### src/inc/ocp_pkg.sv
package ocp_pkg;
   // Protection mode: report only, latch off, or cycle-by-cycle restore
   typedef enum logic [1:0] {
      OCP_PM_REPORT = 2'h0,
      OCP_PM_LATCH = 2'h1,
      OCP_PM_CBC_LONG = 2'h2,
      OCP_PM_CBC_SHORT = 2'h3
   } ocp_mode_t;
   // Drive state, Gray coded along off -> on -> wait -> on
   typedef enum logic [1:0] {
      OCP_ST_OFF = 2'h0,
      OCP_ST_ON = 2'h1,
      OCP_ST_WAIT = 2'h3
   } ocp_state_t;
   // Limit comparator interrupt mode that arms rising-edge trips
   localparam logic [1:0] OCP_IRQ_MODE_RISE = 2'h3;
   // Limit comparator input modes; bit 1 set means triple input
   localparam logic [1:0] OCP_IN_SINGLE = 2'h0;
   localparam logic [1:0] OCP_IN_DUAL = 2'h1;
   localparam int OCP_IN_TRIPLE_BIT = 1;
   // Event filter width codes and their lengths in clock cycles
   localparam logic [1:0] OCP_FW_OFF = 2'h0;
   localparam logic [1:0] OCP_FW_SHORT = 2'h1;
   localparam logic [1:0] OCP_FW_MID = 2'h2;
   localparam logic [4:0] OCP_FW_SHORT_CYC = 5'h06;
   localparam logic [4:0] OCP_FW_MID_CYC = 5'h0C;
   localparam logic [4:0] OCP_FW_LONG_CYC = 5'h18;
   // External interrupt zero source code for the inverted bus comparator
   localparam logic [2:0] OCP_SRC_BUS_CMP = 3'h7;
   // External interrupt zero edge codes; other codes mean both edges
   localparam logic [1:0] OCP_EDGE_RISE = 2'h0;
   localparam logic [1:0] OCP_EDGE_FALL = 2'h1;
   // Restore intervals in nanoseconds and the default clock rate
   localparam int OCP_RESTORE_LONG_NS = 10000;
   localparam int OCP_RESTORE_SHORT_NS = 5000;
   localparam int OCP_CLK_MHZ = 200;
   // Pin synchroniser lanes: three phase comparators, bus, external line
   localparam int OCP_NUM_PINS = 5;
   localparam int OCP_PIN_BUS = 3;
   localparam int OCP_PIN_EXT = 4;
endpackage

### src/inc/ocp_link_if.sv
`timescale 1ns/1ps
`default_nettype none
interface ocp_link_if #(parameter int CNT_W = 12);
   logic filtIn;               // Selected trip level before filtering
   logic [1:0] filtWidth;      // Event filter width code
   logic filtOut;              // Filtered trip level
   logic tmrStart;             // Pulse: load and run the restore timer
   logic tmrCancel;            // Pulse: stop the restore timer
   logic [CNT_W-1:0] tmrLen;   // Restore interval in cycles
   logic tmrDone;              // Pulse: restore interval elapsed
   modport filt (input filtIn, input filtWidth, output filtOut);
   modport tmr (input tmrStart, input tmrCancel, input tmrLen, output tmrDone);
endinterface
`default_nettype wire

### src/design/ocp_event_filter.sv
`timescale 1ns/1ps
`default_nettype none
module ocp_event_filter #(parameter int CNT_W = 5) (
   input wire logic ref_clk,
   input wire logic reset,
   ocp_link_if.filt link
);
   import ocp_pkg::*;
   // Width must hold the longest filter length
   if (CNT_W < 5) begin : g_chk
      $error("ocp_event_filter: CNT_W too small");
   end
   typedef struct packed {
      logic out;            // Accepted level
      logic [CNT_W-1:0] cnt; // Cycles the input has differed
   } ocp_filt_t;
   ocp_filt_t q_reg;
   ocp_filt_t q_next;
   logic [CNT_W-1:0] lenCyc;
   ////////////////////////////////////////////////////////////////
   // Length lookup and hold counter
   always_comb begin
      unique case (link.filtWidth)
         OCP_FW_SHORT: lenCyc = CNT_W'(OCP_FW_SHORT_CYC);
         OCP_FW_MID: lenCyc = CNT_W'(OCP_FW_MID_CYC);
         default: lenCyc = CNT_W'(OCP_FW_LONG_CYC);
      endcase
      q_next = q_reg;
      if (link.filtWidth == OCP_FW_OFF) begin
         // Bypass keeps the held level current for a later switch-on
         q_next.out = link.filtIn;
         q_next.cnt = '0;
      end else if (link.filtIn == q_reg.out) begin
         // Glitch shorter than the width is forgotten
         q_next.cnt = '0;
      end else if (q_reg.cnt == lenCyc - CNT_W'(1)) begin
         q_next.out = link.filtIn; // RULE18
         q_next.cnt = '0;
      end else begin
         q_next.cnt = q_reg.cnt + CNT_W'(1); // RULE8
      end
   end
   // State register
   always_ff @(posedge ref_clk) begin
      if (reset) begin
         q_reg <= '0;
      end else begin
         q_reg <= q_next;
      end
   end
   // Filtered level lags by exactly the width; bypass is transparent
   assign link.filtOut = (link.filtWidth == OCP_FW_OFF) ? link.filtIn : q_reg.out; // RULE9
endmodule
`default_nettype wire

### src/design/ocp_restore_timer.sv
`timescale 1ns/1ps
`default_nettype none
module ocp_restore_timer #(parameter int CNT_W = 12) (
   input wire logic ref_clk,
   input wire logic reset,
   ocp_link_if.tmr link
);
   import ocp_pkg::*;
   // A counter under two bits wide cannot time anything
   if (CNT_W < 2) begin : g_chk
      $error("ocp_restore_timer: CNT_W too small");
   end
   typedef struct packed {
      logic run;             // Interval in progress
      logic [CNT_W-1:0] cnt; // Cycles left
   } ocp_tmr_t;
   ocp_tmr_t q_reg;
   ocp_tmr_t q_next;
   ////////////////////////////////////////////////////////////////
   // Down counter; a new start restarts the interval
   always_comb begin
      q_next = q_reg;
      if (link.tmrStart) begin
         q_next.run = 1'b1;
         q_next.cnt = link.tmrLen; // RULE19
      end else if (link.tmrCancel || link.tmrDone) begin
         q_next.run = 1'b0;
      end else if (q_reg.run) begin
         q_next.cnt = q_reg.cnt - CNT_W'(1);
      end
   end
   // State register
   always_ff @(posedge ref_clk) begin
      if (reset) begin
         q_reg <= '0;
      end else begin
         q_reg <= q_next;
      end
   end
   // Done in the last counted cycle, so the owner acts on the next edge
   assign link.tmrDone = q_reg.run && (q_reg.cnt == CNT_W'(1));
endmodule
`default_nettype wire

### src/design/ocp_protect_logic.sv
// Overview of operation
// RULE1: Over-current event clears drive output enable
// RULE2: Mode 01 switches off and raises request
// RULE3: Mode 00 only raises the request
// RULE4: Select bit picks external interrupt zero source; the code ignores the bit in mode 00 and trips on the limit comparator
// RULE5: Otherwise limit comparator rising edge trips
// RULE6: Input mode: single, dual, triple comparators
// RULE7: Triple mode trips on any phase
// RULE8: Filter widths are 6, 12, 24 cycles
// RULE9: Filtered level lags by the width
// RULE10: Rising limit comparator edge clears enable
// RULE11: Mode 10 restores on wrap or 10us
// RULE12: Mode 11 restores on wrap or 5us
// RULE13: Software disables drive on bus trips
// RULE14: Bus comparator readable and inverted to interrupt
// RULE15: Source code 111 routes bus comparator
// RULE16: Edge code 01 means falling edge
// RULE17: Limit comparator hysteresis is software configurable
// RULE18: Filter passes only fully held levels
// RULE19: Restore intervals counted from clock parameter
`timescale 1ns/1ps
`default_nettype none
module ocp_protect_logic #(
   parameter int CLK_MHZ = ocp_pkg::OCP_CLK_MHZ,
   parameter int CNT_W = 12
) (
   input wire logic ref_clk,
   input wire logic reset,
   input wire logic [2:0] limitComparatorPin,
   input wire logic busComparatorPin,
   input wire logic externalInterruptZeroPin,
   input wire ocp_pkg::ocp_mode_t protectMode,
   input wire logic extIrqProtectSelect,
   input wire logic [1:0] extIrqEdgeSelect,
   input wire logic [2:0] extIrqSourceSelect,
   input wire logic [1:0] limitComparatorIrqMode,
   input wire logic [1:0] limitComparatorInputMode,
   input wire logic limitComparatorHysteresis,
   input wire logic limitComparatorEnable,
   input wire logic busComparatorEnable,
   input wire logic [1:0] eventFilterWidth,
   input wire logic driverTimerWrap,
   input wire logic driveEnableSet,
   input wire logic driveEnableClear,
   output logic driveOutputEnable,
   output logic overCurrentIrq,
   output logic extIrqZeroIrq,
   output logic busComparatorOutput,
   output logic limitComparatorOutput,
   output logic limitHysteresisCtrl
);
   import ocp_pkg::*;

   ////////////////////////////////////////////////////////////////
   // Timing derived from the clock rate

   // Fixed intervals; both are whole cycles at any MHz rate
   localparam int LONG_CYC = OCP_RESTORE_LONG_NS * CLK_MHZ / 1000;
   localparam int SHORT_CYC = OCP_RESTORE_SHORT_NS * CLK_MHZ / 1000;
   // Bounds for the off-time checks below
   localparam int SHORT_BOUND = SHORT_CYC;
   localparam int LONG_BOUND = LONG_CYC;

   // The counter must hold the longer interval
   if ((CLK_MHZ < 1) || (LONG_CYC >= (1 << CNT_W))) begin : g_chk
      $error("ocp_protect_logic: CNT_W cannot hold the restore interval");
   end

   ////////////////////////////////////////////////////////////////
   // Module state

   typedef struct packed {
      logic [OCP_NUM_PINS-1:0] sync1;  // First stage, read only by sync2
      logic [OCP_NUM_PINS-1:0] sync2;  // Second stage
      logic [OCP_NUM_PINS-1:0] sync3;  // Third stage
      logic [OCP_NUM_PINS-1:0] clean;  // Level accepted once 2 and 3 agree
      ocp_state_t st;                  // Drive enable state
      logic trigPrev;                  // Filtered trip level, last cycle
      logic extPrev;                   // Raw interrupt zero level, last cycle
      logic ocpIrq;                    // Over-current request pulse
      logic extIrq;                    // Interrupt zero request pulse
      logic busOut;                    // Bus comparator status
      logic limOut;                    // Limit comparator status
      logic hys;                       // Hysteresis control to the analog side
      logic [CNT_W-1:0] offCnt;        // Cycles spent in the restore wait
   } ocp_top_t;

   ocp_top_t q_reg;
   ocp_top_t q_next;

   // Internal carrier to the filter and timer
   ocp_link_if #(.CNT_W(CNT_W)) link ();

   logic limitLevel;      // Combined limit comparator level
   logic busLevel;        // Enabled bus comparator level
   logic extSrcLevel;     // Selected interrupt zero source level
   logic useExt;          // Trip taken from interrupt zero
   logic trip;            // Over-current event this cycle
   logic extEdge;         // Interrupt zero edge on the raw source
   logic autoOff;         // Trip that must switch the drive off

   ////////////////////////////////////////////////////////////////
   // Edge match for interrupt zero edge codes

   function automatic logic edgeHit(input logic prev, input logic cur, input logic [1:0] sel);
      logic hit;
      hit = 1'b0;
      unique case (sel)
         OCP_EDGE_RISE: hit = !prev && cur;
         OCP_EDGE_FALL: hit = prev && !cur; // RULE16
         default: hit = prev != cur;
      endcase
      return hit;
   endfunction

   ////////////////////////////////////////////////////////////////
   // Sub-blocks

   // Event filter on the selected trip level
   ocp_event_filter #(.CNT_W(5)) u_filter (
      .ref_clk(ref_clk),
      .reset(reset),
      .link(link.filt)
   );

   // Restore interval timer
   ocp_restore_timer #(.CNT_W(CNT_W)) u_timer (
      .ref_clk(ref_clk),
      .reset(reset),
      .link(link.tmr)
   );

   ////////////////////////////////////////////////////////////////
   // Source selection and trip detection

   always_comb begin
      // Comparator combine; a disabled comparator never trips
      if (!limitComparatorEnable) begin
         limitLevel = 1'b0;
      end else if (limitComparatorInputMode[OCP_IN_TRIPLE_BIT]) begin
         limitLevel = |q_reg.clean[2:0]; // RULE7
      end else if (limitComparatorInputMode == OCP_IN_DUAL) begin
         limitLevel = q_reg.clean[0] || q_reg.clean[1]; // RULE6
      end else begin
         limitLevel = q_reg.clean[0]; // RULE6
      end
      busLevel = busComparatorEnable && q_reg.clean[OCP_PIN_BUS];
      // Bus comparator reaches interrupt zero inverted
      if (extIrqSourceSelect == OCP_SRC_BUS_CMP) begin
         extSrcLevel = !busLevel; // RULE15
      end else begin
         extSrcLevel = q_reg.clean[OCP_PIN_EXT];
      end
      // Interrupt zero only serves protection in a nonzero mode
      useExt = extIrqProtectSelect && (protectMode != OCP_PM_REPORT); // RULE4
      link.filtIn = useExt ? extSrcLevel : limitLevel;
      link.filtWidth = eventFilterWidth;
      extEdge = edgeHit(q_reg.extPrev, extSrcLevel, extIrqEdgeSelect); // RULE16
   end

   ////////////////////////////////////////////////////////////////
   // Next state: synchronisers, drive state, requests, timer control

   always_comb begin
      // Trip decode lives here, apart from the filter input, so the filter
      // bypass cannot close a loop through a single process
      // Trip on the filtered level; the edge comes from the source rules
      if (useExt) begin
         trip = edgeHit(q_reg.trigPrev, link.filtOut, extIrqEdgeSelect); // RULE4
      end else begin
         trip = (limitComparatorIrqMode == OCP_IRQ_MODE_RISE) && !q_reg.trigPrev && link.filtOut; // RULE5
      end
      // Report-only mode never touches the drive
      autoOff = trip && (protectMode != OCP_PM_REPORT); // RULE3
      q_next = q_reg;
      link.tmrStart = 1'b0;
      link.tmrCancel = 1'b0;
      link.tmrLen = (protectMode == OCP_PM_CBC_SHORT) ? CNT_W'(SHORT_CYC) : CNT_W'(LONG_CYC);
      // Pins cross into the clock domain through three flops
      q_next.sync1 = {externalInterruptZeroPin, busComparatorPin, limitComparatorPin};
      q_next.sync2 = q_reg.sync1;
      q_next.sync3 = q_reg.sync2;
      // A change counts only once the last two stages agree
      for (int i = 0; i < OCP_NUM_PINS; i++) begin
         if (q_reg.sync2[i] == q_reg.sync3[i]) begin
            q_next.clean[i] = q_reg.sync3[i];
         end
      end
      q_next.trigPrev = link.filtOut;
      q_next.extPrev = extSrcLevel;
      // The request fires in every mode, even when the drive stays on
      q_next.ocpIrq = trip; // RULE2 RULE3
      q_next.extIrq = extEdge;
      // Status readback; the bus comparator switches the drive off only when routed through interrupt zero source 111
      q_next.busOut = busLevel; // RULE14 RULE13
      q_next.limOut = limitLevel;
      q_next.hys = limitComparatorHysteresis; // RULE17
      // Drive enable state machine
      unique case (q_reg.st)
         OCP_ST_OFF: begin
            // Only software brings the drive up from off
            if (driveEnableSet && !autoOff) begin
               q_next.st = OCP_ST_ON;
            end
         end
         OCP_ST_ON: begin
            if (autoOff && protectMode[1]) begin
               // Cycle-by-cycle modes wait for a restore
               q_next.st = OCP_ST_WAIT; // RULE10
               link.tmrStart = 1'b1;
            end else if (autoOff) begin
               q_next.st = OCP_ST_OFF; // RULE1 RULE2
            end else if (driveEnableClear) begin
               q_next.st = OCP_ST_OFF;
            end
         end
         OCP_ST_WAIT: begin
            if (driveEnableClear || !protectMode[1]) begin
               // Software off, or mode left cycle-by-cycle
               q_next.st = OCP_ST_OFF;
               link.tmrCancel = 1'b1;
            end else if (autoOff) begin
               // A fresh trip while off restarts the interval
               link.tmrStart = 1'b1;
            end else if (driverTimerWrap || link.tmrDone) begin
               q_next.st = OCP_ST_ON; // RULE11 RULE12
               link.tmrCancel = 1'b1;
            end
         end
         default: begin
            // Unused code recovers to safe off
            q_next.st = OCP_ST_OFF;
         end
      endcase
      // Off-time counter, read only by the checks
      if (link.tmrStart) begin
         q_next.offCnt = CNT_W'(1);
      end else if (q_reg.st == OCP_ST_WAIT) begin
         q_next.offCnt = q_reg.offCnt + CNT_W'(1);
      end else begin
         q_next.offCnt = '0;
      end
   end

   // State register; reset leaves the drive off
   always_ff @(posedge ref_clk) begin
      if (reset) begin
         q_reg <= '0;
         q_reg.st <= OCP_ST_OFF;
      end else begin
         q_reg <= q_next;
      end
   end

   ////////////////////////////////////////////////////////////////
   // Outputs, all from flops

   assign driveOutputEnable = (q_reg.st == OCP_ST_ON);
   assign overCurrentIrq = q_reg.ocpIrq;
   assign extIrqZeroIrq = q_reg.extIrq;
   assign busComparatorOutput = q_reg.busOut;
   assign limitComparatorOutput = q_reg.limOut;
   assign limitHysteresisCtrl = q_reg.hys;
endmodule
`default_nettype wire

### config.mk
export PLATFORM = sky130hd
export DESIGN_NAME = ocp_protect_logic
export DESIGN_NICKNAME = d
export VERILOG_FILES = /design/src/inc/ocp_pkg.sv /design/src/inc/ocp_link_if.sv /design/src/design/ocp_event_filter.sv /design/src/design/ocp_restore_timer.sv /design/src/design/ocp_protect_logic.sv
export SDC_FILE = /design/constraint.sdc
export NUM_CORES = 1
export LEC_CHECK = 0
export ABC_AREA = 1
export BUFFER_PORTS_ARGS = -buffer_cell sky130_fd_sc_hd__buf_2
export CAP_MARGIN = 20
export CORE_UTILIZATION = 31
export DETAILED_ROUTE_END_ITERATION = 10
export PLACE_DENSITY = 0.61
export SYNTH_ARGS = -nofsm -noshare
export SYNTH_HDL_FRONTEND = slang
export SYNTH_HIERARCHICAL = 1
export SYNTH_SLANG_ARGS = --single-unit
### constraint.sdc
create_clock -name ref_clk -period 3.5 [get_ports ref_clk]
set_input_delay 1.05 -clock ref_clk [delete_from_list [all_inputs] [get_ports ref_clk]]
set_output_delay 1.05 -clock ref_clk [all_outputs]
set_load 0.005 [all_outputs]
## Yosys cells after proc, flatten, opt, wreduce, memory -nomap -nowiden

Cells that the tools add are included.

| operators by class | value |
|---|---|
| add/sub/neg operators | 3 |
| equality and inequality tests | 25 |
| multiplexer cells | 36 |
| reduce and logical (&&, ||, !) cells | 35 |

Operators with widths:

| kind | number |
|---|---|
| 12-bit two-way mux | 2 |
| 1-bit two-way mux | 17 |
| 2-bit two-way mux | 7 |
| 13-bit two-way mux | 1 |
| 12-bit by 1-bit equality test with 1-bit output, second input constant | 1 |
| 1-bit logical AND | 12 |
| 12-bit by 1-bit subtractor with 12-bit output, second input constant | 1 |
| 11-bit two-way mux | 1 |
| 5-bit two-way mux | 2 |
| 5-bit one-hot mux with 2 select lines | 1 |
| 2-bit by 1-bit equality test with 1-bit output, second input constant | 4 |
| 2-bit equality test, second input constant | 4 |
| 2-bit nonzero test | 4 |
| 1-bit zero test | 7 |
| 1-bit equality test | 6 |
| 2-bit zero test | 3 |
| 6-bit two-way mux | 1 |
| 2-bit inequality test, second input constant | 3 |
| 3-bit inequality test, second input constant | 2 |
| 1-bit one-hot mux with 2 select lines | 3 |
| 2-bit one-hot mux with 3 select lines | 1 |
| 5-bit by 1-bit adder with 5-bit output, second input constant | 1 |
| 5-bit equality test | 1 |
| 5-bit by 1-bit subtractor with 5-bit output, second input constant | 1 |
| 8 further kinds | 13 |

| word-level totals | value |
|---|---|
| bits in registers | 48 |
| input bits | 27 |
| output and inout bits | 6 |
| word-level logic and storage cells | 119 |

## Longest topological paths before layout

| depth | value |
|---|---|
| depth in word-level cells | 17 |
| gate-level depth with buffers | 24 |
| gate-level depth less buffers | 24 |

## By module

Netlist, hierarchy kept.

By module, submodules not included:

| module | instances | cells each | area an instance (um^2) | sequential area each (um^2) |
|---|---|---|---|---|
| ocp_protect_logic | 1 | 154 | 1171.1 | 580.6 |
| ocp_restore_timer | 1 | 156 | 925.9 | 260.2 |
| ocp_event_filter | 1 | 50 | 369.1 | 120.1 |

## Worst setup path before layout

OpenSTA, ideal clock, no wires.

| path | value |
|---|---|
| path type | input to register |
| from | in protectMode[1] |
| to | reg u_timer/q_reg[11] (netlist bit) |
| setup time | 0.131 ns |
| data arrival time | 3.256 ns |
| data required time | 3.369 ns |
| slack | 0.113 ns |
| stages on the path | 18 |
| path buffers | 1 |
| cell sequence | or2_4 nand2_4 inv_2 o21ai_0 nand2_1 o21ai_0 ha_1 nand2_1 nand3_1 nand2_4 nand2_2 nor2_1 inv_1 buf_2 nand3_1 nand2_1 nor2_1 nor2_1 |

| between the ends | value |
|---|---|
| elaborated cells on any way between the ends | 27 |
| those cells by class | eq/ne (2); mux (12); reduce/logical (13) |

RTL lines:

| what | line | RTL |
|---|---|---|
| start: declaration | ocp_protect_logic.sv:32 | `input wire ocp_pkg::ocp_mode_t protectMode,` |
| 2-bit nonzero test (*) | ocp_protect_logic.sv:155 | `useExt = extIrqProtectSelect && (protectMode != OCP_PM_REPORT);` |
| 1-bit logical AND (*) | ocp_protect_logic.sv:155 |  |
| 1-bit two-way mux (*) | ocp_protect_logic.sv:156 | `link.filtIn = useExt ? extSrcLevel : limitLevel;` |
| named net link.filtIn | ocp_link_if.sv:4 | `logic filtIn;` |
| 1-bit two-way mux (*) | ocp_event_filter.sv:52 | `assign link.filtOut = (link.filtWidth == OCP_FW_OFF) ? link.filtIn : q_reg.out;` |
| named net link.filtOut | ocp_link_if.sv:6 | `logic filtOut;` |
| 1-bit zero test | ocp_protect_logic.sv:110 | `OCP_EDGE_FALL: hit = prev && !cur;` |
| 1-bit logical AND | ocp_protect_logic.sv:110 |  |
| 1-bit one-hot mux with 2 select lines | ocp_protect_logic.sv:108 | `unique case (sel)` |
| 1-bit two-way mux (*) | ocp_protect_logic.sv:168 | `if (useExt) begin` |
| 1-bit logical AND (*) | ocp_protect_logic.sv:174 | `autoOff = trip && (protectMode != OCP_PM_REPORT);` |
| 1-bit two-way mux or 1-bit logical AND (tied branches) | ocp_protect_logic.sv:222, ocp_protect_logic.sv:207 |  |
| 1-bit two-way mux (on tied branches) | ocp_protect_logic.sv:218, ocp_protect_logic.sv:207 |  |
| 1-bit one-hot mux with 2 select lines (*) | ocp_protect_logic.sv:199 | `unique case (q_reg.st)` |
| named net link.tmrStart | ocp_link_if.sv:7 | `logic tmrStart;` |
| 2-bit inequality test (no source line) or 2-bit nonzero test (tied branches) | n/a |  |
| 2-bit AND reduction (no source line) | n/a |  |
| end signal: assignment | ocp_restore_timer.sv:37 | `q_reg <= q_next;` |
| end: declaration | ocp_restore_timer.sv:17 | `ocp_tmr_t q_reg;` |

Mark *: on every way through the listed nets, which the timed path passes. The rest lies on a longest branch.
A chain may end at the register's enable or synchronous reset.

## Worst setup path in the final report

| path | value |
|---|---|
| from | in protectMode[1] |
| to | reg u_timer/q_reg[4] (netlist bit) |

| between the ends | value |
|---|---|
| cells in the longest elaborated chain, start to end | 15 |
| elaborated cells on any way between the ends | 29 |
| those cells by class | eq/ne (3); mux (13); reduce/logical (13) |

RTL lines:

| what | line | RTL |
|---|---|---|
| 2-bit nonzero test (*) | ocp_protect_logic.sv:155 |  |
| 1-bit logical AND (*) | ocp_protect_logic.sv:155 |  |
| 1-bit two-way mux (*) | ocp_protect_logic.sv:156 |  |
| named net link.filtIn | ocp_link_if.sv:4 |  |
| 1-bit two-way mux (*) | ocp_event_filter.sv:52 |  |
| named net link.filtOut | ocp_link_if.sv:6 |  |
| 1-bit zero test | ocp_protect_logic.sv:110 |  |
| 1-bit logical AND | ocp_protect_logic.sv:110 |  |
| [2 not listed] | n/a |  |
| 1-bit logical AND (*) | ocp_protect_logic.sv:174 |  |
| 1-bit two-way mux (*) | ocp_protect_logic.sv:222 | `end else if (autoOff) begin` |
| 1-bit two-way mux (*) | ocp_protect_logic.sv:218 | `if (driveEnableClear \|\| !protectMode[1]) begin` |
| 1-bit two-way mux (*) | ocp_protect_logic.sv:199 |  |
| named net link.tmrCancel | ocp_link_if.sv:8 | `logic tmrCancel;` |
| 1-bit logical OR (*) | ocp_restore_timer.sv:26 | `end else if (link.tmrCancel \|\| link.tmrDone) begin` |
| 2-bit inequality test (no source line) (*) | n/a |  |
| 2-bit AND reduction (no source line) (*) | n/a |  |

Marks and branches as above.

==> flow_summary.toml <==
[logic_synthesis]
yosys.area.top_type = "dfxtp_1"
syn_avg_cell_area_um2 = 6.85
synth_ff_type = "dfxtp_1"
synthArstFlopShare = 0
synth-edff-count = 0
ys_seq_elements = 48
synthDistinctLibCells = 30
yosysTopAreaCellShare = 0.390
synthTopCellsByArea = "dfxtp_1 39%, nor2_1 11%, nand2_1 10%, inv_1 8.8%, ha_1 5.1%"
mappedNetlistArea_um2 = 2470
ys_seq_area_frac = 0.390
syn_inst = 360
yosysWarnings = 6

[sta]
slew_headroom = 0.617
fin_crit_sh = 0.909
rsz0062_at_grt = "no"
period_needed_ps = 3180
drv_slew = 0
setup_viol = 0
fmax_mhz = 314
worst_slack_ps = 317
worst_pin_slew_ps = 574
fin_worst_skew_ps = 12.5
hold_violations = 0

[power_and_ir_drop]
power_density_nw_per_um2 = 395
max-vdd-ir-drop_uv = 133
switching_share = 0.293
seqPwrFrac = 0.501
p_sw_uw = 342
total_leakage_power_nw = 1.46
p_total_mw = 1.17
cell_internal_pwr_uw = 825
clkPwrFrac = 0.285
pwr-share-comb = 0.213

[setup_path]
path_class = "in -> reg"
worstPathRequired_ps = 3750
crit_fanout = 10
crit_path_start_kind = "primary input"
cp.arrival_ps = 3440
crit_path_end_kind = "flip-flop"

[floorplan]
num_rows = 32
core_area_um2 = 7730
die_h_um = 91.2
dieArea_um2 = 8320
start_util = 0.319
num_io_pins = 33
die_w_um = 91.2

[routing]
drt-total-wl_um = 4880
viasPerCell = 4.29
via_count = 2213
drt_iter0_markers = 75
post-route-drc-count = 0
ant_nets = 0
dr.pass1.iters = 4
avgRoutedWirePerCell_um = 9.45

[place]
io_buffer_count = 32
dp_hpwl_um = 3800
place_ws_ps = -153
gp_congestion = 0.809

[final_layout]
largest_reg_flops = 14
finalNetCount = 451
syn2layout_area_growth_pct = 19.8
n_fill_cell = 801
layout-drive-gt1-share = 0.205
diodes = 0

[cts]
cts_tree = "built"
clock_latency_ps = 300
cts.path.max_buffers = 2
cts-buffers-inserted = 5
clock-sinks = 48
postCtsSetupBuffers = 0
htree_levels = 2
ctsRootBufferMaster = "clkbuf_8"
cts.clk_slew.worst_paths_ps = 90

[global_routing]
grt_pass1_vias = 2078
grt_max_degree = 29
grt-ovfl-total = 0
grt_use_total = 0.130
antenna_found_initial = 0
grt_pass1_wl_um = 8780

[run]
cap_viol_max_count = 0

[min_path]
min_path_type = "reg -> reg"

[run_status]
outcome = "completed"
-- cells by family after synthesis --
family | after synthesis | synth area share
simple gates | 191 | 0.352
fa+ha+maj | 10 | 0.0507
other cells | 2 | 0.00305
flops | 48 | 0.390
compound gates | 36 | 0.0786
xor+xnor | 6 | 0.0213
buf+inv | 67 | 0.105
-- cells in the final DEF, fill, tap and decap left out --
master / Yosys / layout
inv_2: 3 / 3
nand4_2: 1 / 1
nor2_4: 1 / 1
nand3b_1: 1 / 1
nand2_4: 5 / 5
nor4_1: 1 / 1
nor2_2: 5 / 6
nand2_2: 6 / 6
or2_4: 1 / 1
nand3_1: 24 / 24
inv_1: 58 / 58
nor3_1: 2 / 2
xnor2_1: 3 / 3
conb_1: 2 / 8
ha_1: 10 / 10
xor2_1: 3 / 3
or2_2: 2 / 2
a21oi_1: 16 / 16
o21ai_0: 16 / 14
clkinv_4: 1 / 2
nor2_1: 70 / 69
a21oi_2: 3 / 3
nand3_2: 3 / 3
clkbuf_8: 0 / 6
buf_2: 1 / 32
buf_4: 0 / 14
dfxtp_1: 48 / 48
nand4_1: 1 / 1
o211ai_1: 1 / 1
nand2_1: 68 / 68
o21ai_1: 0 / 2
-- final timing paths --
check | from | endpoint | slack [ps] | depth (start not counted)
setup reg to reg | q_reg[23] | u_timer/q_reg[4] | 960 | 20
setup / recovery | protectMode[1] | u_timer/q_reg[4] | 320 | 21
hold / removal | q_next[35] | q_next[30] | 400 | 2
hold reg to reg | q_next[35] | q_next[30] | 400 | 2
-- worst max-delay path: stages --
cell and delay (ps):
buf_2 110, or2_4 260, nand2_4 70, inv_2 40
o21ai_1 160, nand2_1 60, o21ai_0 140, ha_1 290
nand2_1 60, nand3_1 110, nand2_4 90, nand3_2 60
nand2_1 60, a21oi_1 70, nor2_2 200, nand2_4 90
nand2_4 130, clkinv_4 110, nor2_2 130, nand2_1 60
nand2_1 50
-- routing by layer --
| metal | GRT usage | wire length, um |
|---|---|---|
| met3 | 0.0302 | 167 |
| met4 | 0.0595 | 111 |
| met2 | 0.217 | 2210 |
| met5 | 0 | 0 |
| met1 | 0.159 | 2380 |
-- Yosys cell counts, types with 2 or more instances --
cell type / number
clkbuf_1: 3
nand3_1: 24
ha_1: 10
inv_2: 3
conb_1: 2
nor2_1: 70
a21oi_2: 3
nor3_1: 2
inv_1: 58
or2_2: 2
nand2_1: 68
o21ai_0: 16
xnor2_1: 3
a21oi_1: 16
dfxtp_1: 48
nor2_2: 5
xor2_1: 3
nand3_2: 3
nand2_2: 6
nand2_4: 5
-- through the flow --
stage                     hold slack, ps  std cells  TNS, ps  area [um2]  utilization
after floorplan                      388        366        0        2490            -
after global placement               389        509     -120        2860        0.370
after detailed placement             392        509    -1300        2860        0.370
after CTS                            404        516        0        2950        0.382
after global routing                 417        516        0        2960        0.382
final                                403        516        0        2960        0.382
-- power groups by stage --
stage	clock (mW)	combinational (mW)	sequential [mW]
floorplan	0	0.180	0.594
global placement	0	0.247	0.598
detailed placement	0	0.250	0.598
CTS	0.348	0.251	0.586
global route	0.372	0.289	0.589
finish	0.333	0.249	0.585
-- layout make-up --
type,count,area [um2],share of cell area
Clock buffer,6,82.6,0.0279
Sequential cell,48,961,0.325
Clock inverter,1,8.76,0.00296
Timing Repair Buffer,46,265,0.0898
Multi-Input combinational cell,251,1270,0.431
Inverter,62,238,0.0804
Tap cell,102,128,0.0432
-- timing repair --
| item | in CTS | in global routing |
|---|---|---|
| hold endpoints to repair | 0 | 0 |
| hold buffers | 0 | 0 |
| setup endpoints to repair | 0 | 11 |
| resized for setup | 0 | 3 |
(Power assumes the default switching activity.)
